--- config.mk ---
export PLATFORM = sky130hd
export DESIGN_NAME = ubk_top
export DESIGN_NICKNAME = d
export VERILOG_FILES = /design/src/inc/ubk_pkg.sv /design/src/design/ubk_top.sv /design/src/design/ubk_pulse.sv /design/src/design/ubk_chan.sv
export VERILOG_INCLUDE_DIRS = /design/src /design/src/inc
export SDC_FILE = /design/constraint.sdc
export NUM_CORES = 2
export LEC_CHECK = 0
export ABC_AREA = 1
export BUFFER_PORTS_ARGS = -buffer_cell sky130_fd_sc_hd__buf_2
export CAP_MARGIN = 40
export CORE_AREA = 2 2 332 334
export DETAILED_ROUTE_END_ITERATION = 7
export DIE_AREA = 0 0 334 336
export GPL_TIMING_DRIVEN = 0
export MAX_ROUTING_LAYER = met4
export PLACE_DENSITY = 0.55
export RECOVER_POWER = 25
export SKIP_LAST_GASP = 1
export SLEW_MARGIN = 15
export SYNTH_ARGS = -nofsm -noshare
export SYNTH_HDL_FRONTEND = slang
export SYNTH_HIERARCHICAL = 1
export SYNTH_SLANG_ARGS = --single-unit
--- constraint.sdc ---
create_clock -name sys_clk -period 31.5 [get_ports sys_clk]
set_clock_uncertainty 0.05 [all_clocks]
set_input_delay 3.15 -clock sys_clk [delete_from_list [all_inputs] [get_ports sys_clk]]
set_output_delay 3.15 -clock sys_clk [all_outputs]
set_load 0.03 [all_outputs]
--- src/inc/ubk_cfg.svh ---
// constants of the breakpoint match unit: field positions, codes, reset values, widths
// assumes inclusion by bare name from the design files
`ifndef UBK_CFG_SVH
`define UBK_CFG_SVH

// ----------------------------------------------------------------
// cycle configuration word layout
// ----------------------------------------------------------------
`define UBK_CC_W 16
`define UBK_CC_SIZE_LO 0
`define UBK_CC_RW_LO 2
`define UBK_CC_FD_LO 4
`define UBK_CC_BUS_LO 6
`define UBK_CC_MST_LO 8
`define UBK_CC_INH_BIT 11

// ----------------------------------------------------------------
// field codes
// ----------------------------------------------------------------
`define UBK_SEL_OFF 2'h0
`define UBK_BUS_CPU 2'h1
`define UBK_BUS_IB 2'h2
`define UBK_FD_FETCH 2'h1
`define UBK_FD_DATA 2'h2
`define UBK_SZ_ANY 2'h0
`define UBK_SZ_BYTE 2'h1
`define UBK_SZ_WORD 2'h2
`define UBK_SZ_LONG 2'h3
`define UBK_MASTER_CPU 3'h0

// ----------------------------------------------------------------
// trigger pulse widths in bus cycles
// ----------------------------------------------------------------
`define UBK_PW_4 2'h2
`define UBK_PW_8 2'h3
`define UBK_PULSE_4 4'h4
`define UBK_PULSE_8 4'h8

// ----------------------------------------------------------------
// fixed request level and reset values
// ----------------------------------------------------------------
`define UBK_BREAK_LEVEL 4'hF
`define UBK_RST_ADDR 32'h0
`define UBK_RST_CC 16'h0
`define UBK_RST_PW 2'h0

`endif

--- src/inc/ubk_pkg.sv ---
// types of the breakpoint match unit
// assumes nothing beyond a SystemVerilog compiler
package ubk_pkg;

    // ----------------------------------------------------------------
    // delay-slot deferral state
    // ----------------------------------------------------------------
    typedef enum logic {UBK_RUN, UBK_DEFER} ubk_defer_t;

endpackage

--- src/design/ubk_top.sv ---
// breakpoint match unit top: staged conditions, flags, request, trigger, resume address
// assumes same-clock core strobes; issue_* lists only instructions confirmed to execute
//
// Contract
// RULE1: any condition group coded 00 disables the channel entirely; here size group 00 matches any size instead.
// RULE2: conditions staged, then applied together on commit at the branch target.
// RULE3: a match raises request, sets its channel flag and pulses the trigger pin.
// RULE4: pulse width code 10 gives four cycles, 11 gives eight cycles.
// RULE5: inhibited channel still pulses the trigger but never requests.
// RULE6: break request carries level 15, taken only at mask 14 or below.
// RULE7: flags keep being set whatever the processor mask level.
// RULE8: handler clears flags; a flag left set re-raises the request.
// RULE9: writing 0 clears a flag, writing 1 leaves it unchanged.
// RULE10: request stays while any enabled flag is set, drops once cleared.
// RULE11: simultaneous matches give one request and set every matching flag.
// RULE12: internal-bus conditions only see the selected bus master.
// RULE13: cpu fetch cycles on internal bus are fetches; all else data.
// RULE14: per-channel timing bit picks break before or after execution.
// RULE15: fetch condition with address bit 0 set never breaks.
// RULE16: only confirmed-to-execute instructions can fire a fetch break.
// RULE17: pre-execution break on a delay slot waits for the branch target.
// RULE18: not-taken delayed branch has no delay slot.
// RULE19: post-execution break on branch or slot waits for the branch target.
// RULE20: internal-bus fetch condition is invalid and never breaks.
// RULE21: cpu data compares executed accesses; internal data compares selected master.
// RULE22: longword compares bits 31-2, word 31-1, byte 31-0.
// RULE23: pre-execution resume is the matched instruction, or target after slot.
// RULE24: post-execution resume is the next instruction, or the branch target.
// RULE25: data-break resume lands some instructions after the matching access.
`include "ubk_cfg.svh"

module ubk_top
#(
    parameter int NUM_CH = 8,
    parameter int NUM_IB = 2
)
(
    input wire logic sys_clk,
    input wire logic rst,
    input wire logic [NUM_CH-1:0][31:0] stage_break_address,
    input wire logic [NUM_CH-1:0][31:0] stage_break_address_mask,
    input wire logic [NUM_CH-1:0][`UBK_CC_W-1:0] stage_break_cycle_config,
    input wire logic [NUM_CH-1:0] stage_fetch_break_timing,
    input wire logic stage_pulse_width_select_hi,
    input wire logic stage_pulse_width_select_lo,
    input wire logic cfg_commit,
    input wire logic flag_write_en,
    input wire logic [NUM_CH-1:0] flag_write_cpu,
    input wire logic [NUM_IB-1:0] flag_write_ib,
    input wire logic issue_valid,
    input wire logic [31:0] issue_addr,
    input wire logic [31:0] issue_next_addr,
    input wire logic issue_dbranch,
    input wire logic issue_in_slot,
    input wire logic cd_valid,
    input wire logic [31:0] cd_addr,
    input wire logic cd_write,
    input wire logic [1:0] cd_size,
    input wire logic ib_valid,
    input wire logic [31:0] ib_addr,
    input wire logic ib_write,
    input wire logic [1:0] ib_size,
    input wire logic [2:0] ib_master,
    input wire logic ib_cpu_fetch,
    output logic [NUM_CH-1:0] cpu_bus_match_flag,
    output logic [NUM_IB-1:0] internal_bus_match_flag,
    output logic break_request,
    output logic [3:0] break_level,
    output logic break_trigger_pin_n,
    output logic [31:0] resume_addr
);

    logic [NUM_CH-1:0][31:0] act_addr_r;
    logic [NUM_CH-1:0][31:0] act_addr_nxt;
    logic [NUM_CH-1:0][31:0] act_mask_r;
    logic [NUM_CH-1:0][31:0] act_mask_nxt;
    logic [NUM_CH-1:0][`UBK_CC_W-1:0] act_cc_r;
    logic [NUM_CH-1:0][`UBK_CC_W-1:0] act_cc_nxt;
    logic [NUM_CH-1:0] act_timing_r;
    logic [NUM_CH-1:0] act_timing_nxt;
    logic [1:0] act_pw_r;
    logic [1:0] act_pw_nxt;
    logic [NUM_CH-1:0] cpu_flag_r;
    logic [NUM_CH-1:0] cpu_flag_nxt;
    logic [NUM_IB-1:0] ib_flag_r;
    logic [NUM_IB-1:0] ib_flag_nxt;
    logic break_request_r;
    logic break_request_nxt;
    logic [3:0] break_level_r;
    ubk_pkg::ubk_defer_t defer_r;
    ubk_pkg::ubk_defer_t defer_nxt;
    logic [31:0] resume_addr_r;
    logic [31:0] resume_addr_nxt;
    logic data_pend_r;
    logic data_pend_nxt;
    logic [NUM_CH-1:0] cpu_hit;
    logic [NUM_CH-1:0] fetch_hit;
    logic [NUM_CH-1:0] ib_hit_all;
    logic [NUM_CH-1:0] inhibit;
    logic [NUM_CH-1:0] deferred_ch;
    logic [NUM_CH-1:0] pre_ch;
    logic [NUM_CH-1:0] post_ch;
    logic req_src;
    logic fire;

    // ----------------------------------------------------------------
    // per-channel comparators
    // ----------------------------------------------------------------
    genvar g;
    generate
        for (g = 0; g < NUM_CH; g++)
        begin : g_ch
            ubk_chan #(.IB_OK(g < NUM_IB)) u_chan (
                .brk_addr(act_addr_r[g]),
                .brk_mask(act_mask_r[g]),
                .cyc_cfg(act_cc_r[g]),
                .if_valid(issue_valid), // RULE16
                .if_addr(issue_addr),
                .cd_valid(cd_valid),
                .cd_addr(cd_addr),
                .cd_write(cd_write),
                .cd_size(cd_size),
                .ib_valid(ib_valid),
                .ib_addr(ib_addr),
                .ib_write(ib_write),
                .ib_size(ib_size),
                .ib_master(ib_master),
                .ib_cpu_fetch(ib_cpu_fetch),
                .cpu_hit(cpu_hit[g]),
                .fetch_hit(fetch_hit[g]),
                .ib_hit(ib_hit_all[g])
            );
            assign inhibit[g] = act_cc_r[g][`UBK_CC_INH_BIT];
        end
    endgenerate

    // ----------------------------------------------------------------
    // staged conditions
    // ----------------------------------------------------------------
    always_comb
    begin
        act_addr_nxt = act_addr_r;
        act_mask_nxt = act_mask_r;
        act_cc_nxt = act_cc_r;
        act_timing_nxt = act_timing_r;
        act_pw_nxt = act_pw_r;
        if (cfg_commit) // RULE2
        begin
            act_addr_nxt = stage_break_address;
            act_mask_nxt = stage_break_address_mask;
            act_cc_nxt = stage_break_cycle_config;
            act_timing_nxt = stage_fetch_break_timing;
            act_pw_nxt = {stage_pulse_width_select_hi, stage_pulse_width_select_lo};
        end
    end

    always_ff @(posedge sys_clk or posedge rst)
    begin
        if (rst)
        begin
            act_addr_r <= '0;
            act_mask_r <= '0;
            act_cc_r <= '0;
            act_timing_r <= '0;
            act_pw_r <= `UBK_RST_PW;
        end
        else
        begin
            act_addr_r <= act_addr_nxt;
            act_mask_r <= act_mask_nxt;
            act_cc_r <= act_cc_nxt;
            act_timing_r <= act_timing_nxt;
            act_pw_r <= act_pw_nxt;
        end
    end

    // ----------------------------------------------------------------
    // flags, request, deferral
    // ----------------------------------------------------------------
    always_comb
    begin
        // slot flag only comes with a taken branch
        deferred_ch = fetch_hit & ({NUM_CH{issue_in_slot}} // RULE17 RULE18
            | (act_timing_r & {NUM_CH{issue_dbranch}})); // RULE19
        pre_ch = fetch_hit & ~act_timing_r & ~deferred_ch; // RULE14
        post_ch = fetch_hit & act_timing_r & ~deferred_ch;
        // set beats a same-cycle clear; writing 1 keeps the flag
        cpu_flag_nxt = (cpu_flag_r & ~({NUM_CH{flag_write_en}} & ~flag_write_cpu)) | cpu_hit; // RULE9 RULE11 RULE7
        ib_flag_nxt = (ib_flag_r & ~({NUM_IB{flag_write_en}} & ~flag_write_ib)) | ib_hit_all[NUM_IB-1:0]; // RULE3
        req_src = |(cpu_flag_r & ~inhibit) || |(ib_flag_r & ~inhibit[NUM_IB-1:0]); // RULE5 RULE8
        break_request_nxt = req_src && defer_r == ubk_pkg::UBK_RUN; // RULE10 RULE11
        fire = |cpu_hit || |ib_hit_all; // RULE3 RULE5
        defer_nxt = defer_r;
        case (defer_r)
            ubk_pkg::UBK_RUN:
            begin
                if (|deferred_ch)
                    defer_nxt = ubk_pkg::UBK_DEFER; // RULE17 RULE19
            end
            ubk_pkg::UBK_DEFER:
            begin
                if (issue_valid && !issue_in_slot && !(|deferred_ch))
                    defer_nxt = ubk_pkg::UBK_RUN;
            end
            default: defer_nxt = ubk_pkg::UBK_RUN;
        endcase
    end

    // ----------------------------------------------------------------
    // resume address
    // ----------------------------------------------------------------
    always_comb
    begin
        resume_addr_nxt = resume_addr_r;
        data_pend_nxt = data_pend_r;
        if (defer_r == ubk_pkg::UBK_DEFER && defer_nxt == ubk_pkg::UBK_RUN)
            resume_addr_nxt = issue_addr; // RULE23 RULE24
        else if (|pre_ch)
            resume_addr_nxt = issue_addr; // RULE23
        else if (|post_ch)
            resume_addr_nxt = issue_next_addr; // RULE24
        else if (data_pend_r && issue_valid)
        begin
            resume_addr_nxt = issue_addr; // RULE25
            data_pend_nxt = 1'b0;
        end
        if (|(cpu_hit & ~fetch_hit) || |ib_hit_all)
            data_pend_nxt = 1'b1; // RULE25
    end

    always_ff @(posedge sys_clk or posedge rst)
    begin
        if (rst)
        begin
            cpu_flag_r <= '0;
            ib_flag_r <= '0;
            break_request_r <= 1'b0;
            break_level_r <= `UBK_BREAK_LEVEL;
            defer_r <= ubk_pkg::UBK_RUN;
            resume_addr_r <= `UBK_RST_ADDR;
            data_pend_r <= 1'b0;
        end
        else
        begin
            cpu_flag_r <= cpu_flag_nxt;
            ib_flag_r <= ib_flag_nxt;
            break_request_r <= break_request_nxt;
            break_level_r <= `UBK_BREAK_LEVEL; // RULE6
            defer_r <= defer_nxt;
            resume_addr_r <= resume_addr_nxt;
            data_pend_r <= data_pend_nxt;
        end
    end

    ubk_pulse u_pulse (
        .sys_clk(sys_clk),
        .rst(rst),
        .fire(fire),
        .width_sel(act_pw_r),
        .pin_n(break_trigger_pin_n)
    );

    assign cpu_bus_match_flag = cpu_flag_r;
    assign internal_bus_match_flag = ib_flag_r;
    assign break_request = break_request_r;
    assign break_level = break_level_r;
    assign resume_addr = resume_addr_r;

    // ----------------------------------------------------------------
    // checks
    // ----------------------------------------------------------------
    property p_off_group;
        @(posedge sys_clk) disable iff (rst)
        (act_cc_r[0][`UBK_CC_BUS_LO +: 2] == `UBK_SEL_OFF && !cpu_flag_r[0]) |=> !cpu_flag_r[0];
    endproperty
    a_off_group: assert property (p_off_group) else $error("disabled channel set its flag"); // RULE1

    property p_req_hold;
        @(posedge sys_clk) disable iff (rst)
        (req_src && defer_r == ubk_pkg::UBK_RUN) |=> break_request;
    endproperty
    a_req_hold: assert property (p_req_hold) else $error("request missing while flag set"); // RULE10

    property p_req_drop;
        @(posedge sys_clk) disable iff (rst)
        !req_src |=> !break_request;
    endproperty
    a_req_drop: assert property (p_req_drop) else $error("request not withdrawn"); // RULE10

    property p_trig;
        @(posedge sys_clk) disable iff (rst)
        fire |=> !break_trigger_pin_n;
    endproperty
    a_trig: assert property (p_trig) else $error("trigger pin not pulsed"); // RULE3

    property p_keep_ones;
        @(posedge sys_clk) disable iff (rst)
        (flag_write_en && (&flag_write_cpu)) |=> ((cpu_flag_r & $past(cpu_flag_r)) == $past(cpu_flag_r));
    endproperty
    a_keep_ones: assert property (p_keep_ones) else $error("writing one altered a flag"); // RULE9

    property p_clear_zero;
        @(posedge sys_clk) disable iff (rst)
        (flag_write_en && !flag_write_cpu[0] && !cpu_hit[0]) |=> !cpu_flag_r[0];
    endproperty
    a_clear_zero: assert property (p_clear_zero) else $error("writing zero did not clear"); // RULE9

    property p_multi;
        @(posedge sys_clk) disable iff (rst)
        (cpu_hit[0] && cpu_hit[1]) |=> (cpu_flag_r[0] && cpu_flag_r[1]);
    endproperty
    a_multi: assert property (p_multi) else $error("a matching flag was not set"); // RULE11

    property p_defer;
        @(posedge sys_clk) disable iff (rst)
        (defer_r == ubk_pkg::UBK_DEFER) |=> !break_request;
    endproperty
    a_defer: assert property (p_defer) else $error("request raised inside delay slot"); // RULE17

    property p_ib_fetch;
        @(posedge sys_clk) disable iff (rst)
        (!flag_write_en && ib_valid && ib_cpu_fetch && ib_master == `UBK_MASTER_CPU && ib_flag_r == '0)
        |=> ib_flag_r == '0;
    endproperty
    a_ib_fetch: assert property (p_ib_fetch) else $error("internal fetch cycle produced a break"); // RULE20

    property p_lsb;
        @(posedge sys_clk) disable iff (rst)
        (!cd_valid && !ib_valid && act_addr_r[0][0] && !cpu_flag_r[0]) |=> !cpu_flag_r[0];
    endproperty
    a_lsb: assert property (p_lsb) else $error("odd fetch address broke"); // RULE15

    property p_resume_pre;
        @(posedge sys_clk) disable iff (rst)
        (defer_r == ubk_pkg::UBK_RUN && fetch_hit[0] && !act_timing_r[0] && !issue_in_slot && !issue_dbranch)
        |=> resume_addr == $past(issue_addr);
    endproperty
    a_resume_pre: assert property (p_resume_pre) else $error("resume address not matched instruction"); // RULE23

    c_pre_break: cover property (@(posedge sys_clk) disable iff (rst) (|pre_ch) ##1 break_request);
    c_deferred: cover property (@(posedge sys_clk) disable iff (rst) defer_r == ubk_pkg::UBK_DEFER ##1
        defer_r == ubk_pkg::UBK_RUN);
    c_ib_data: cover property (@(posedge sys_clk) disable iff (rst) |ib_hit_all);

endmodule // ubk_top

--- src/design/ubk_pulse.sv ---
// trigger pin pulse stretcher, active-low output
// assumes fire is a one-cycle pulse on sys_clk
`include "ubk_cfg.svh"

module ubk_pulse
(
    input wire logic sys_clk,
    input wire logic rst,
    input wire logic fire,
    input wire logic [1:0] width_sel,
    output logic pin_n
);

    logic [3:0] cnt_r;
    logic [3:0] cnt_nxt;
    logic pin_n_r;
    logic pin_n_nxt;

    // ----------------------------------------------------------------
    // width counter
    // ----------------------------------------------------------------
    always_comb
    begin
        cnt_nxt = cnt_r;
        pin_n_nxt = 1'b1;
        if (fire)
        begin
            // reserved codes fall back to the short pulse
            cnt_nxt = (width_sel == `UBK_PW_8) ? (`UBK_PULSE_8 - 4'h1) : (`UBK_PULSE_4 - 4'h1); // RULE4
            pin_n_nxt = 1'b0; // RULE3
        end
        else if (cnt_r != 4'h0)
        begin
            cnt_nxt = cnt_r - 4'h1;
            pin_n_nxt = 1'b0;
        end
    end

    always_ff @(posedge sys_clk or posedge rst)
    begin
        if (rst)
        begin
            cnt_r <= 4'h0;
            pin_n_r <= 1'b1;
        end
        else
        begin
            cnt_r <= cnt_nxt;
            pin_n_r <= pin_n_nxt;
        end
    end

    assign pin_n = pin_n_r;

    // ----------------------------------------------------------------
    // checks
    // ----------------------------------------------------------------
    property p_width4;
        @(posedge sys_clk) disable iff (rst)
        (fire && width_sel == `UBK_PW_4) ##1 (!fire)[*4] |-> !pin_n ##1 pin_n;
    endproperty
    a_width4: assert property (p_width4) else $error("four-cycle pulse wrong"); // RULE4

    property p_width8;
        @(posedge sys_clk) disable iff (rst)
        (fire && width_sel == `UBK_PW_8) ##1 (!fire)[*8] |-> !pin_n ##1 pin_n;
    endproperty
    a_width8: assert property (p_width8) else $error("eight-cycle pulse wrong"); // RULE4

endmodule // ubk_pulse

--- src/design/ubk_chan.sv ---
// one channel's condition comparator, purely combinational
// assumes bus events are single-cycle strobes with stable address and attributes
`include "ubk_cfg.svh"

module ubk_chan
#(
    parameter bit IB_OK = 1'b1
)
(
    input wire logic [31:0] brk_addr,
    input wire logic [31:0] brk_mask,
    input wire logic [`UBK_CC_W-1:0] cyc_cfg,
    input wire logic if_valid,
    input wire logic [31:0] if_addr,
    input wire logic cd_valid,
    input wire logic [31:0] cd_addr,
    input wire logic cd_write,
    input wire logic [1:0] cd_size,
    input wire logic ib_valid,
    input wire logic [31:0] ib_addr,
    input wire logic ib_write,
    input wire logic [1:0] ib_size,
    input wire logic [2:0] ib_master,
    input wire logic ib_cpu_fetch,
    output logic cpu_hit,
    output logic fetch_hit,
    output logic ib_hit
);

    logic [1:0] bus;
    logic [1:0] fd;
    logic [1:0] rw;
    logic [1:0] sz;
    logic [2:0] mst;
    logic groups_on;
    logic ib_is_fetch;
    logic data_cpu;

    // ----------------------------------------------------------------
    // helpers
    // ----------------------------------------------------------------
    function automatic logic [31:0] low_ign(input logic [1:0] size);
        begin
            case (size)
                `UBK_SZ_LONG: low_ign = 32'h3; // RULE22
                `UBK_SZ_WORD: low_ign = 32'h1;
                default: low_ign = 32'h0;
            endcase
        end
    endfunction

    function automatic logic addr_eq(input logic [31:0] a, input logic [31:0] ign);
        begin
            addr_eq = &(~(a ^ brk_addr) | brk_mask | ign);
        end
    endfunction

    // ----------------------------------------------------------------
    // compare
    // ----------------------------------------------------------------
    always_comb
    begin
        bus = cyc_cfg[`UBK_CC_BUS_LO +: 2];
        fd = cyc_cfg[`UBK_CC_FD_LO +: 2];
        rw = cyc_cfg[`UBK_CC_RW_LO +: 2];
        sz = cyc_cfg[`UBK_CC_SIZE_LO +: 2];
        mst = cyc_cfg[`UBK_CC_MST_LO +: 3];
        groups_on = (bus != `UBK_SEL_OFF) && (fd != `UBK_SEL_OFF) && (rw != `UBK_SEL_OFF); // RULE1
        // fetches are reads; a set address lsb blocks them
        fetch_hit = groups_on && bus == `UBK_BUS_CPU && fd[0] && rw[0] && !brk_addr[0] // RULE15
            && if_valid && addr_eq(if_addr, 32'h0);
        // only addresses of executed instructions reach cd_*
        data_cpu = groups_on && bus == `UBK_BUS_CPU && fd[1] && cd_valid // RULE21
            && (cd_write ? rw[1] : rw[0]) && (sz == `UBK_SZ_ANY || sz == cd_size)
            && addr_eq(cd_addr, low_ign(cd_size));
        cpu_hit = fetch_hit || data_cpu;
        ib_is_fetch = ib_cpu_fetch && ib_master == `UBK_MASTER_CPU; // RULE13
        // internal fetch conditions never match
        ib_hit = IB_OK && groups_on && bus == `UBK_BUS_IB && fd[1] && !ib_is_fetch // RULE20
            && ib_valid && ib_master == mst // RULE12
            && (ib_write ? rw[1] : rw[0]) && (sz == `UBK_SZ_ANY || sz == ib_size)
            && addr_eq(ib_addr, low_ign(ib_size)); // RULE21
    end

endmodule // ubk_chan

==> impl_results.md <==
- Outcome: complete, but fails checks
- Failing checks: max-capacitance violations, max-slew violations
- Post-CTS Setup Inserts: 0
- Final period util: 40.7%
- RSZ-0062 raised after global routing: no
- Final wirelength: 190000 µm
- Core Region: 108000 µm²
- Cells after Synth: 5021
- Total power: 2.53 mW
- R2R cell count: 19
- TritonCTS clock tree: done
- CP Launch Type: input pin
- Worst slew pin tran: 5.81 ns
- Relative slew slack: -288%
- TritonCTS Buffers: 83
- CP startpoint: rst
- Crit path kind: input pin to asynchronous set/reset pin
- Global placement routability congestion: 1.00
- Mean Syn Cell Area: 7.73 µm²
- Via count: 38095
- PostCTS Resize Cnt: 0
- First-pass GRT wire length: 258000 µm
- Max VDD drop: 0.0000405 V
- Cell Pwr Density: 53.0 nW/µm²
- HPWL after DPL: 142000 µm
- Clk buf depth: 3
- Final max-slew violation count: 466
- H-tree levels: 3
- Yosys warning total: 6
- CP required: 30.99 ns
- Filler Cells Inserted: 11078
- Top Ports: 855
- Clock sink count: 650
- Clock Latency Late Sink: 0.68 ns
- Clock slew at reported path FFs: 0.06 ns
- CP Max Fanout: 91
- Drt via density: 5.10
- Initial antenna violation count: 68
- R2R Setup Slk: 28.00 ns
- Die height: 336 µm
- Tmin final: 12.81 ns
- Fin nets: 6731
- Gr ovfl total: 0
- Rows: 121
- Initial Utilization: 35.8%
- Final hold vios: 0
- Port-buffer cells: 798
- Max frequency: 78.0 MHz
- Data arrival, critical path: 12.30 ns
- Synthesized area: 38800 µm²
- Final setup violation count: 0
- P_leak: 25.8 nW
- Synth-to-layout area growth: 23.2%
- Hold Path Class: register to register
- Hold buffer count at CTS: 0
- Drt pass-1 iters: 7
- WL per Instance: 25.5 µm
- DRC errors left: 0
- Initial DRC count: 3871
- Reg2reg end: resume_addr[27]
- Share of post-route cells with drive strength above 1: 27.9%
- Worst Setup End Kind: asynchronous set/reset pin
- Largest net degree at the start of global routing: 104
- Gr usage total: 34.1%
- Maxcap violations: 6
- Die ar.: 112000 µm²
- Worst setup path endpoint: act_mask_r[121]
- DRT antenna net count: 0
- Setup tns final: 0 ns
- Die W: 334 µm
- Number of global-route vias before repair: 35005
- Reg-to-reg startpoint: act_cc_r[55]
- Root Buffer Master: clkbuf_16
## cell type report
| class | count | area [µm²] | share of cell area [%] |
|---|---|---|---|
| flip-flops and latches | 650 | 16300 | 34.0 |
| inverters | 851 | 3200 | 6.68 |
| diodes | 59 | 148 | 0.309 |
| plain buffers | 109 | 606 | 1.27 |
| clock inverters | 33 | 469 | 0.981 |
| clock buffers | 120 | 2400 | 5.01 |
| multi-input cells | 3414 | 18800 | 39.2 |
| repair buffers | 813 | 4210 | 8.81 |
| well taps | 1414 | 1770 | 3.70 |
## stage by stage
stage	utilization (%)	worst slack, ns	instance area, µm²	hold WS (ns)	std cells
after global routing	44.1	16.64	47800	0.463	7443
after global placement	41.1	0.711	44600	0.408	7236
after detailed placement	41.4	24.83	44900	0.417	7249
after floorplan	-	10.23	38800	0.391	5024
final	44.1	18.69	47800	0.430	7463
after CTS	44.0	25.55	47700	0.434	7402
## worst max-delay path, stage by stage
cell and delay [ns]:
clkbuf_1 0.11, clkinvlp_2 1.29, clkbuf_1 3.77, clkbuf_1 3.73
## power breakdown
part / switching [mW] / internal [mW] / leakage (nW) / total, mW
logic: 0.312 / 0.199 / 16.7 / 0.511
registers: 0.0799 / 0.918 / 7.64 / 0.997
clock network: 0.412 / 0.612 / 1.41 / 1.02
## registers in the layout (all words and copies together) (netlist names), 2 cells and up
signal	cells
act_timing_r	8
act_pw_r	2
u_pulse/cnt_r	4
internal_bus_match_flag	2
cpu_bus_match_flag	8
act_addr_r	256
resume_addr	32
act_cc_r	78
act_mask_r	256
## routing by layer
metal	up-vias	wire [µm]	GRT usage, %
li1	17674	-	-
met1	18235	78100	43.7
met2	1825	85400	52.2
met3	361	17000	5.52
met4	0	9750	17.1
met5	-	0	-
## cells in the final DEF (no fill, tap or decap), types with 3 or more instances in the layout
cell type,n
a21oi_1,133
and3_1,7
buf_16,4
buf_2,869
buf_4,14
buf_6,9
bufinv_16,10
clkbuf_1,40
clkbuf_16,84
clkbuf_8,16
clkinv_2,10
conb_1,10
dfrtp_1,649
diode_2,59
inv_1,842
inv_2,8
inv_6,8
mux2_2,584
nand2_1,1511
nand2_2,5
nand3_1,391
nand3_2,3
nand3b_1,35
nand4_1,79
nor2_1,413
nor2_2,22
nor4_1,5
o211ai_1,4
o21ai_0,120
o21ai_1,7
o22ai_1,5
or2_0,30
or2_1,22
or2_2,12
## worst min-delay path by stage
stage	startpoint	cells after the start	end	slack, ns
6_report	data_pend_r	2	data_pend_r	0.43
3_3_place_gp	u_pulse/cnt_r[0]	2	u_pulse/cnt_r[0]	0.41
4_1_cts	data_pend_r	2	data_pend_r	0.43
5_1_grt	act_mask_r[157]	1	act_mask_r[157]	0.46
3_5_place_dp	u_pulse/cnt_r[0]	2	u_pulse/cnt_r[0]	0.42
2_1_floorplan	u_pulse/cnt_r[0]	2	u_pulse/cnt_r[0]	0.39
Power figures use the tool's default switching activity.
